`config.mk`:
```
export PLATFORM = sky130hd
export DESIGN_NAME = cpd_column_decoder
export DESIGN_NICKNAME = d
export VERILOG_FILES = /design/src/cpd_pkg.sv /design/src/cpd_column_decoder.sv
export SDC_FILE = /design/constraint.sdc
export NUM_CORES = 1
export LEC_CHECK = 0
export ABC_AREA = 1
export BUFFER_PORTS_ARGS = -buffer_cell sky130_fd_sc_hd__buf_2
export CAP_MARGIN = 20
export CORE_MARGIN = 3
export CORE_UTILIZATION = 56
export DETAILED_ROUTE_END_ITERATION = 8
export HOLD_SLACK_MARGIN = 0.08
export PLACE_DENSITY = 0.95
export SLEW_MARGIN = 20
export SYNTH_ARGS = -nofsm -noshare
export SYNTH_HDL_FRONTEND = slang
export SYNTH_SLANG_ARGS = --single-unit
```
`constraint.sdc`:
```
create_clock -name aclk -period 4.3 [get_ports aclk]
set_input_delay 0.645 -clock aclk [delete_from_list [all_inputs] [get_ports aclk]]
set_output_delay 0.645 -clock aclk [all_outputs]
set_load 0.05 [all_outputs]
```
`src/cpd_pkg.sv`:
```
// Package of field layouts, opcodes and register map for the column decoder.
package cpd_pkg;
  // Packet widths on the column link.
  localparam int unsigned CMD_W        = 24;
  localparam int unsigned SEC_W        = 17;
  // Column command packet layout.
  localparam int unsigned CC_FRAME_BIT = 23;
  localparam int unsigned CC_DEV_LO    = 18;
  localparam int unsigned CC_BANK_LO   = 13;
  localparam int unsigned CC_COL_LO    = 6;
  localparam int unsigned CC_OP_LO     = 2;
  // Secondary packet layout.
  localparam int unsigned SX_M_BIT     = 16;
  localparam int unsigned SX_MB_LO     = 8;
  localparam int unsigned SX_DEV_LO    = 10;
  localparam int unsigned SX_BANK_LO   = 5;
  // Column opcode low three bits.
  localparam logic [2:0] COP_NOP   = 3'h0;
  localparam logic [2:0] COP_WR    = 3'h1;
  localparam logic [2:0] COP_RD    = 3'h3;
  localparam logic [2:0] COP_COLUMN_PRECHARGE  = 3'h4;
  localparam logic [2:0] COP_WRA   = 3'h5;
  localparam logic [2:0] COP_RDA   = 3'h7;
  localparam int unsigned COP_RLX_BIT = 3;
  // Extended opcode bits.
  localparam int unsigned XOP_PRE_BIT = 4;
  localparam int unsigned XOP_SAM_BIT = 2;
  localparam int unsigned XOP_CAL_BIT = 3;
  localparam int unsigned XOP_RLX_BIT = 1;
  localparam int unsigned XOP_RSV_BIT = 0;
  // AXI4-Lite register byte addresses.
  localparam logic [7:0] A_CTRL    = 8'h00;
  localparam logic [7:0] A_STATUS  = 8'h04;
  localparam logic [7:0] A_LASTCMD = 8'h08;
  localparam logic [7:0] A_MASK    = 8'h0c;
  localparam logic [7:0] A_COUNT   = 8'h10;
  localparam logic [1:0] RESP_OK   = 2'h0;
  localparam logic [1:0] RESP_ERR  = 2'h2;
  localparam logic [4:0] DEVID_RST = 5'h00;
  typedef enum logic {ST_STANDBY, ST_ATTENTION} cpd_power_type;
endpackage

```
`src/cpd_column_decoder.sv`:
```
// Column and secondary packet decoder with an AXI4-Lite register slave.
`timescale 1ns/10ps
// What this block does
// - Column packets are acted on only in the attention power state.
// - Foreign device or opcode x000 only retires the write buffer.
// - Opcode x001 retires the buffer, then writes column into buffer.
// - Opcode x011 reads the addressed column of the addressed bank.
// - Opcode x100 retires the buffer, then precharges the bank.
// - Opcode x101 writes, then precharges after the buffer retires.
// - Opcode x111 reads, then precharges the bank automatically.
// - Opcode top bit moves the device to standby, combinable.
// - Write buffer retires automatically, no explicit command needed.
// - Mask bit set: secondary packet holds two byte masks for writes.
// - Mask bit clear: extended packet, ignored unless device matches.
// - Extended opcode 1xxx0 precharges the extended bank.
// - x10x0 drives calibration; x11x0 also samples and updates.
// - Extended xxx10 moves to standby, combinable with precharge.
// - Mask bit one writes its byte; bit zero is earliest.
// - Framing bit marks the command and its secondary packet.
module cpd_column_decoder
  import cpd_pkg::*;
#(
  parameter int unsigned BANK_W = 5,
  parameter int unsigned COL_W  = 7
) (
  input  wire logic              aclk,          // System clock.
  input  wire logic              aresetn,       // Synchronous reset, low.
  input  wire logic              link_clk,      // Interface clock pin.
  input  wire logic [CMD_W-1:0]  col_cmd_pin,   // Column command packet.
  input  wire logic [SEC_W-1:0]  col_sec_pin,   // Mask or extended packet.
  input  wire logic              attention_state_set,      // Pulse from row decoder.
  output logic                   retire_q,      // Retire write buffer.
  output logic                   wr_q,          // Write to buffer.
  output logic                   rd_q,          // Column read.
  output logic                   pre_q,         // Precharge bank_q.
  output logic                   pre_after_q,   // Precharge after op.
  output logic [BANK_W-1:0]      bank_q,        // Addressed bank.
  output logic [COL_W-1:0]       col_q,         // Addressed column.
  output logic [7:0]             mask_a_q,      // Lane A byte mask.
  output logic [7:0]             mask_b_q,      // Lane B byte mask.
  output logic                   xpre_q,        // Extended precharge.
  output logic [BANK_W-1:0]      xbank_q,       // Extended bank.
  output logic                   cal_q,         // Drive calibration.
  output logic                   sam_q,         // Sample and update.
  output logic                   attention_q,   // In attention state.
  input  wire logic [7:0]        s_axi_awaddr,  // Write address.
  input  wire logic              s_axi_awvalid, // Write address valid.
  output logic                   s_axi_awready, // Write address ready.
  input  wire logic [31:0]       s_axi_wdata,   // Write data.
  input  wire logic [3:0]        s_axi_wstrb,   // Write strobes.
  input  wire logic              s_axi_wvalid,  // Write data valid.
  output logic                   s_axi_wready,  // Write data ready.
  output logic [1:0]             s_axi_bresp,   // Write response.
  output logic                   s_axi_bvalid,  // Write response valid.
  input  wire logic              s_axi_bready,  // Write response ready.
  input  wire logic [7:0]        s_axi_araddr,  // Read address.
  input  wire logic              s_axi_arvalid, // Read address valid.
  output logic                   s_axi_arready, // Read address ready.
  output logic [31:0]            s_axi_rdata,   // Read data.
  output logic [1:0]             s_axi_rresp,   // Read response.
  output logic                   s_axi_rvalid,  // Read data valid.
  input  wire logic              s_axi_rready   // Read data ready.
);

  // Device field comparison shared by both packet kinds.
  function automatic logic dev_match(input logic [4:0] f,
                                     input logic [4:0] id);
    return f == id;
  endfunction

  // Two-stage synchronisers for the link clock and packet pins.
  logic [2:0]       lclk_q;
  logic [CMD_W-1:0] cmd_s1_q, cmd_s2_q;
  logic [SEC_W-1:0] sec_s1_q, sec_s2_q;
  always_ff @(posedge aclk) begin
    if (!aresetn) begin
      lclk_q   <= '0;
      cmd_s1_q <= '0;
      cmd_s2_q <= '0;
      sec_s1_q <= '0;
      sec_s2_q <= '0;
    end else begin
      lclk_q   <= {lclk_q[1:0], link_clk};
      cmd_s1_q <= col_cmd_pin;
      cmd_s2_q <= cmd_s1_q;
      sec_s1_q <= col_sec_pin;
      sec_s2_q <= sec_s1_q;
    end
  end

  // Rising link edge seen on the synchronised copies only.
  logic link_rise;
  assign link_rise = lclk_q[1] & ~lclk_q[2];

  // Registers: device id and enable written by software; count, last opcode and power state set by the decoder.
  logic [4:0]    devid_q;
  logic          enable_q;
  logic [15:0]   cmd_count_q;
  logic [3:0]    last_op_q;
  cpd_power_type power_q;

  // Decoded fields of the captured packets.
  logic       frame;
  logic [4:0] cdev, xdev;
  logic [3:0] cop;
  logic [4:0] xop;
  logic       cmatch, xmatch, is_mask, live;
  assign frame   = cmd_s2_q[CC_FRAME_BIT];
  assign cdev    = cmd_s2_q[CC_DEV_LO +: 5];
  assign cop     = cmd_s2_q[CC_OP_LO +: 4];
  assign is_mask = sec_s2_q[SX_M_BIT];
  assign xdev    = sec_s2_q[SX_DEV_LO +: 5];
  assign xop     = sec_s2_q[4:0];
  // Packets count only on a link edge, while enabled and attentive.
  assign live    = link_rise & frame & enable_q
                   & (power_q == ST_ATTENTION);
  assign cmatch  = dev_match(cdev, devid_q);
  assign xmatch  = dev_match(xdev, devid_q) & ~is_mask;

  // Column command decode; every live packet except a matched read retires the buffer.
  always_ff @(posedge aclk) begin
    if (!aresetn) begin
      retire_q    <= 1'b0;
      wr_q        <= 1'b0;
      rd_q        <= 1'b0;
      pre_q       <= 1'b0;
      pre_after_q <= 1'b0;
      bank_q      <= '0;
      col_q       <= '0;
      last_op_q   <= '0;
    end else begin
      retire_q    <= 1'b0;
      wr_q        <= 1'b0;
      rd_q        <= 1'b0;
      pre_q       <= 1'b0;
      pre_after_q <= 1'b0;
      if (live) begin
        // Foreign packets only retire, giving automatic retirement.
        retire_q <= 1'b1;
        if (cmatch) begin
          bank_q    <= cmd_s2_q[CC_BANK_LO +: BANK_W];
          col_q     <= cmd_s2_q[CC_COL_LO +: COL_W];
          last_op_q <= cop;
          case (cop[2:0])
            COP_NOP:  retire_q <= 1'b1;
            COP_WR:   wr_q <= 1'b1;
            COP_RD: begin
              retire_q <= 1'b0;
              rd_q     <= 1'b1;
            end
            COP_COLUMN_PRECHARGE: pre_q <= 1'b1;
            COP_WRA: begin
              wr_q        <= 1'b1;
              pre_after_q <= 1'b1;
            end
            COP_RDA: begin
              retire_q    <= 1'b0;
              rd_q        <= 1'b1;
              pre_after_q <= 1'b1;
            end
            default: retire_q <= 1'b1;
          endcase
        end
      end
    end
  end

  // Byte masks apply to write commands; no mask packet means all bytes.
  always_ff @(posedge aclk) begin
    if (!aresetn) begin
      mask_a_q <= '1;
      mask_b_q <= '1;
    end else if (live && cmatch) begin
      if (is_mask) begin
        mask_a_q <= sec_s2_q[7:0];
        mask_b_q <= sec_s2_q[SX_MB_LO +: 8];
      end else begin
        mask_a_q <= '1;
        mask_b_q <= '1;
      end
    end
  end

  // Extended packet decode; the lowest opcode bit marks it reserved.
  always_ff @(posedge aclk) begin
    if (!aresetn) begin
      xpre_q  <= 1'b0;
      xbank_q <= '0;
      cal_q   <= 1'b0;
      sam_q   <= 1'b0;
    end else begin
      xpre_q <= 1'b0;
      cal_q  <= 1'b0;
      sam_q  <= 1'b0;
      if (live && xmatch && !xop[XOP_RSV_BIT]) begin
        xbank_q <= sec_s2_q[SX_BANK_LO +: BANK_W];
        xpre_q  <= xop[XOP_PRE_BIT];
        cal_q   <= xop[XOP_CAL_BIT];
        sam_q   <= xop[XOP_CAL_BIT] & xop[XOP_SAM_BIT];
      end
    end
  end

  // Power state: relax from either packet wins over attention.
  logic relax_c, relax_x;
  assign relax_c = live & cmatch & cop[COP_RLX_BIT];
  assign relax_x = live & xmatch & ~xop[XOP_RSV_BIT]
                   & xop[XOP_RLX_BIT];
  always_ff @(posedge aclk) begin
    if (!aresetn) begin
      power_q     <= ST_STANDBY;
      attention_q <= 1'b0;
    end else begin
      if (relax_c || relax_x) begin
        power_q     <= ST_STANDBY;
        attention_q <= 1'b0;
      end else if (attention_state_set) begin
        power_q     <= ST_ATTENTION;
        attention_q <= 1'b1;
      end
    end
  end

  // Count of matched column packets, for software visibility.
  always_ff @(posedge aclk) begin
    if (!aresetn) begin
      cmd_count_q <= '0;
    end else if (live && cmatch) begin
      cmd_count_q <= cmd_count_q + 16'h0001;
    end
  end

  // AXI4-Lite write: address and data taken in either order.
  logic       aw_held_q, w_held_q;
  logic [7:0] aw_addr_q;
  logic [31:0] w_data_q;
  logic [3:0] w_strb_q;
  logic       do_write;
  assign do_write = aw_held_q & w_held_q & ~s_axi_bvalid;
  always_ff @(posedge aclk) begin
    if (!aresetn) begin
      aw_held_q     <= 1'b0;
      w_held_q      <= 1'b0;
      aw_addr_q     <= '0;
      w_data_q      <= '0;
      w_strb_q      <= '0;
      s_axi_awready <= 1'b0;
      s_axi_wready  <= 1'b0;
    end else begin
      s_axi_awready <= 1'b0;
      s_axi_wready  <= 1'b0;
      if (s_axi_awvalid && !aw_held_q && !s_axi_awready) begin
        aw_held_q     <= 1'b1;
        aw_addr_q     <= s_axi_awaddr;
        s_axi_awready <= 1'b1;
      end
      if (s_axi_wvalid && !w_held_q && !s_axi_wready) begin
        w_held_q     <= 1'b1;
        w_data_q     <= s_axi_wdata;
        w_strb_q     <= s_axi_wstrb;
        s_axi_wready <= 1'b1;
      end
      if (do_write) begin
        aw_held_q <= 1'b0;
        w_held_q  <= 1'b0;
      end
    end
  end

  // Control register and write response.
  always_ff @(posedge aclk) begin
    if (!aresetn) begin
      devid_q      <= DEVID_RST;
      enable_q     <= 1'b0;
      s_axi_bvalid <= 1'b0;
      s_axi_bresp  <= RESP_OK;
    end else begin
      if (s_axi_bvalid && s_axi_bready) begin
        s_axi_bvalid <= 1'b0;
      end
      if (do_write) begin
        s_axi_bvalid <= 1'b1;
        s_axi_bresp  <= (aw_addr_q == A_CTRL) ? RESP_OK : RESP_ERR;
        if (aw_addr_q == A_CTRL && w_strb_q[0]) begin
          devid_q  <= w_data_q[4:0];
          enable_q <= w_data_q[7];
        end
      end
    end
  end

  // Read path; a read is answered in the same cycle its address is taken.
  always_ff @(posedge aclk) begin
    if (!aresetn) begin
      s_axi_arready <= 1'b0;
      s_axi_rvalid  <= 1'b0;
      s_axi_rdata   <= '0;
      s_axi_rresp   <= RESP_OK;
    end else begin
      s_axi_arready <= 1'b0;
      if (s_axi_rvalid && s_axi_rready) begin
        s_axi_rvalid <= 1'b0;
      end
      if (s_axi_arvalid && !s_axi_rvalid && !s_axi_arready) begin
        s_axi_arready <= 1'b1;
        s_axi_rvalid  <= 1'b1;
        s_axi_rresp   <= RESP_OK;
        case (s_axi_araddr)
          A_CTRL:    s_axi_rdata <= {24'h000000, enable_q, 2'h0, devid_q};
          A_STATUS:  s_axi_rdata <= {31'h00000000, attention_q};
          A_LASTCMD: s_axi_rdata <= {28'h0000000, last_op_q};
          A_MASK:    s_axi_rdata <= {16'h0000, mask_b_q, mask_a_q};
          A_COUNT:   s_axi_rdata <= {16'h0000, cmd_count_q};
          default: begin
            s_axi_rdata <= '0;
            s_axi_rresp <= RESP_ERR;
          end
        endcase
      end
    end
  end
endmodule

```
==> summary.txt <==
outcome: completed
GR met3 Demand/Resource: 5.55%
cells resized by post-CTS repair: 0
Ant. Diodes: 0
internal power: 2.81 mW
VDD IR max: 299 uV
drt pass-1 iters: 6
Routability Congestion: 0.905
Post-DP HPWL: 10900 um
Area contributors post-synth: dfxtp_1 (53%), nand2_1 (12%), inv_1 (7.8%), a21oi_1 (5.2%), o21ai_0 (4.8%)
die footprint: 0.0140 mm2
Synth Instances: 934
Psw: 799 uW
grt met1 use: 26.6%
setup violators final: 0
Synth Register Bits: 189
gr busiest metal: met2
Clock Root Buffer: clkbuf_16
starting density of the core: 58.2%
drt wl/cell: 13.3 um
reg2reg setup slack: 2.11 ns
chip width: 118 um
final wirelength: 16300 um
CTS Buf Count: 17
post-route ant nets: 0
number of hold buffers added after CTS: 0
Layout Nets: 1155
layout cells sized above 1: 16.0%
P_leak: 4.15 nW
most frequent cells in the layout: nand2_1 (220), dfxtp_1 (189), inv_1 (148), buf_2 (134), nor2_1 (78)
num rows: 40
PwrDens: 433 mW/mm2
combinational fraction of design power: 6.2%
CP Launch Type: register
via count: 6140
Crit. End Element: register
CTS tree: done
CP required: 4.66 ns
WP data arrival: 2.56 ns
max_slew headroom: 26.2%
sw frac: 22.1%
setup TNS: 0 ns
YS warnings: 0
Clock Latency Late Sink: 0.43 ns
Filler cells: 1007
Clk pwr share: 43.1%
area delta synth->final: 17.7%
Final Hold Viols: 0
Setup Buffers After CTS: 0
Avg Cell Area, Syn: 7.58 um2
most common cell after layout, fill and taps aside: nand2_1
Synth Cell Area: 0.00708 mm2
skew final: 0.00553 ns
Residual DRC: 0
Final min period: 2.19 ns
boundary pin count: 185
critical-path maximum fanout: 45
core area: 0.0122 mm2
Achievable Freq: 0.456 GHz
largest net degree at the start of global routing: 89
vias in the first global route: 5728
min-delay worst type: in -> reg
# port buffers: 135
sequential power share: 50.7%
maximum clock path buffer count: 2
total gr overflow: 0
GRT met2 Usage: 41.5%
share of the synthesized area in the top cell type: 53.4%
Finished Core Util: 68.5%
max cap viols: 0
distinct cell type count after synthesis: 28
top cell type by total area after synthesis: dfxtp_1
initial detailed-routing violation count: 709
GR Util All Layers: 23.4%
first-pass GRT wire length: 26600 um
Seq/Total Area, Yosys: 53.4%
initial antenna violation count: 0
H-tree depth: 4
Max Slew Vio Count: 0
post-route clock period utilization: 51.0%
Worst Max-Slew Pin Slew: 1.10 ns
post-DR vias/cell: 4.98
critical path class: reg -> reg
Die Span Y: 118 um
RSZ-0062 raised after global routing: false
clock sinks: 189
Worst-path clk slew: 0.06 ns
## sequential cells by signal (all words and copies together), names as in the netlist, 5 cells and up
| signal | cells |
|---|---|
| cmd_count_q | 16 |
| devid_q | 5 |
| sec_s1_q | 17 |
| mask_b_q | 8 |
| col_q | 7 |
| xbank_q | 5 |
| bank_q | 5 |
| mask_a_q | 8 |
| w_data_q | 6 |
| cmd_s1_q | 22 |
| s_axi_rdata | 16 |
| aw_addr_q | 8 |
| sec_s2_q | 17 |
| cmd_s2_q | 22 |
## cell usage after synthesis, drive strengths merged
cell	count
nand2	220
dfxtp	189
inv	151
nor2	79
a21oi	74
o21ai	68
nand3	43
buf	28
clkbuf	28
nand4	16
xor2	14
nor3	13
and3	2
nand3b	2
clkinv	1
conb	1
ha	1
nor3b	1
o21bai	1
or2	1
xnor2	1
## area by class of cell
cell class	count	area (um2)	share of cell area, %
flip-flops and latches	189	3780	45.4
inverters	152	571	6.84
repair buffers	138	701	8.40
multi-input cells	554	2490	29.8
well taps	168	210	2.52
clock buffers	25	475	5.70
clock inverters	6	110	1.32
## worst paths after layout
check | start | endpoint | cells after the start
min | col_sec_pin[16] | sec_s1_q[16] | 3
max | devid_q[1] | wr_q | 8
min reg2reg | sec_s1_q[1] | sec_s2_q[1] | 2
max reg2reg | devid_q[1] | wr_q | 8
## routing by layer
| metal | wire length (um) | vias up |
|---|---|---|
| met4 | 604 | 0 |
| met1 | 6510 | 2747 |
| li1 | - | 3076 |
| met2 | 8080 | 261 |
| met3 | 1130 | 56 |
| met5 | 0 | - |
## metrics by stage
stage	hold WS [ns]	instances	power (mW)	instance area, um2	setup slack (ns)
6_report	0.391	1232	3.61	8340	2.11
5_1_grt	0.391	1232	3.73	8340	1.90
4_1_cts	0.381	1232	3.63	8340	2.15
3_5_place_dp	0.399	1201	2.09	7750	1.95
3_3_place_gp	0.393	1201	2.08	7750	1.95
2_1_floorplan	0.390	951	2.04	7150	2.54
## worst max-delay path, cell delays in order (launching register included)
cell and delay (ns):
dfxtp_1 0.45, inv_2 0.10, nand2_1 0.07, nand4_1 0.11
nor2_2 0.25, nand3_2 0.13, inv_2 0.58, nand3_1 0.28
nor2_1 0.15
## power by group through the flow
stage | sequential (mW) | combinational, mW | clock, mW
global placement | 1.87 | 0.217 | 0
detailed placement | 1.87 | 0.224 | 0
finish | 1.83 | 0.225 | 1.56
global route | 1.83 | 0.252 | 1.65
floorplan | 1.88 | 0.157 | 0
CTS | 1.83 | 0.226 | 1.57
## cells by family (layout without fill, tap and decap cells)
group,count (synthesis),in the layout,synth area share (%)
other,1,18,0.0530
XOR/XNOR,15,15,1.86
buffers and inverters,208,321,12.4
flip-flops,189,189,53.4
AO/OA/AOI/OAI,143,143,10.1
adder cells (fa/ha/maj),1,1,0.177
AND/OR/NAND/NOR,377,377,22.0
Note: power is estimated with default switching activity, not from simulation.
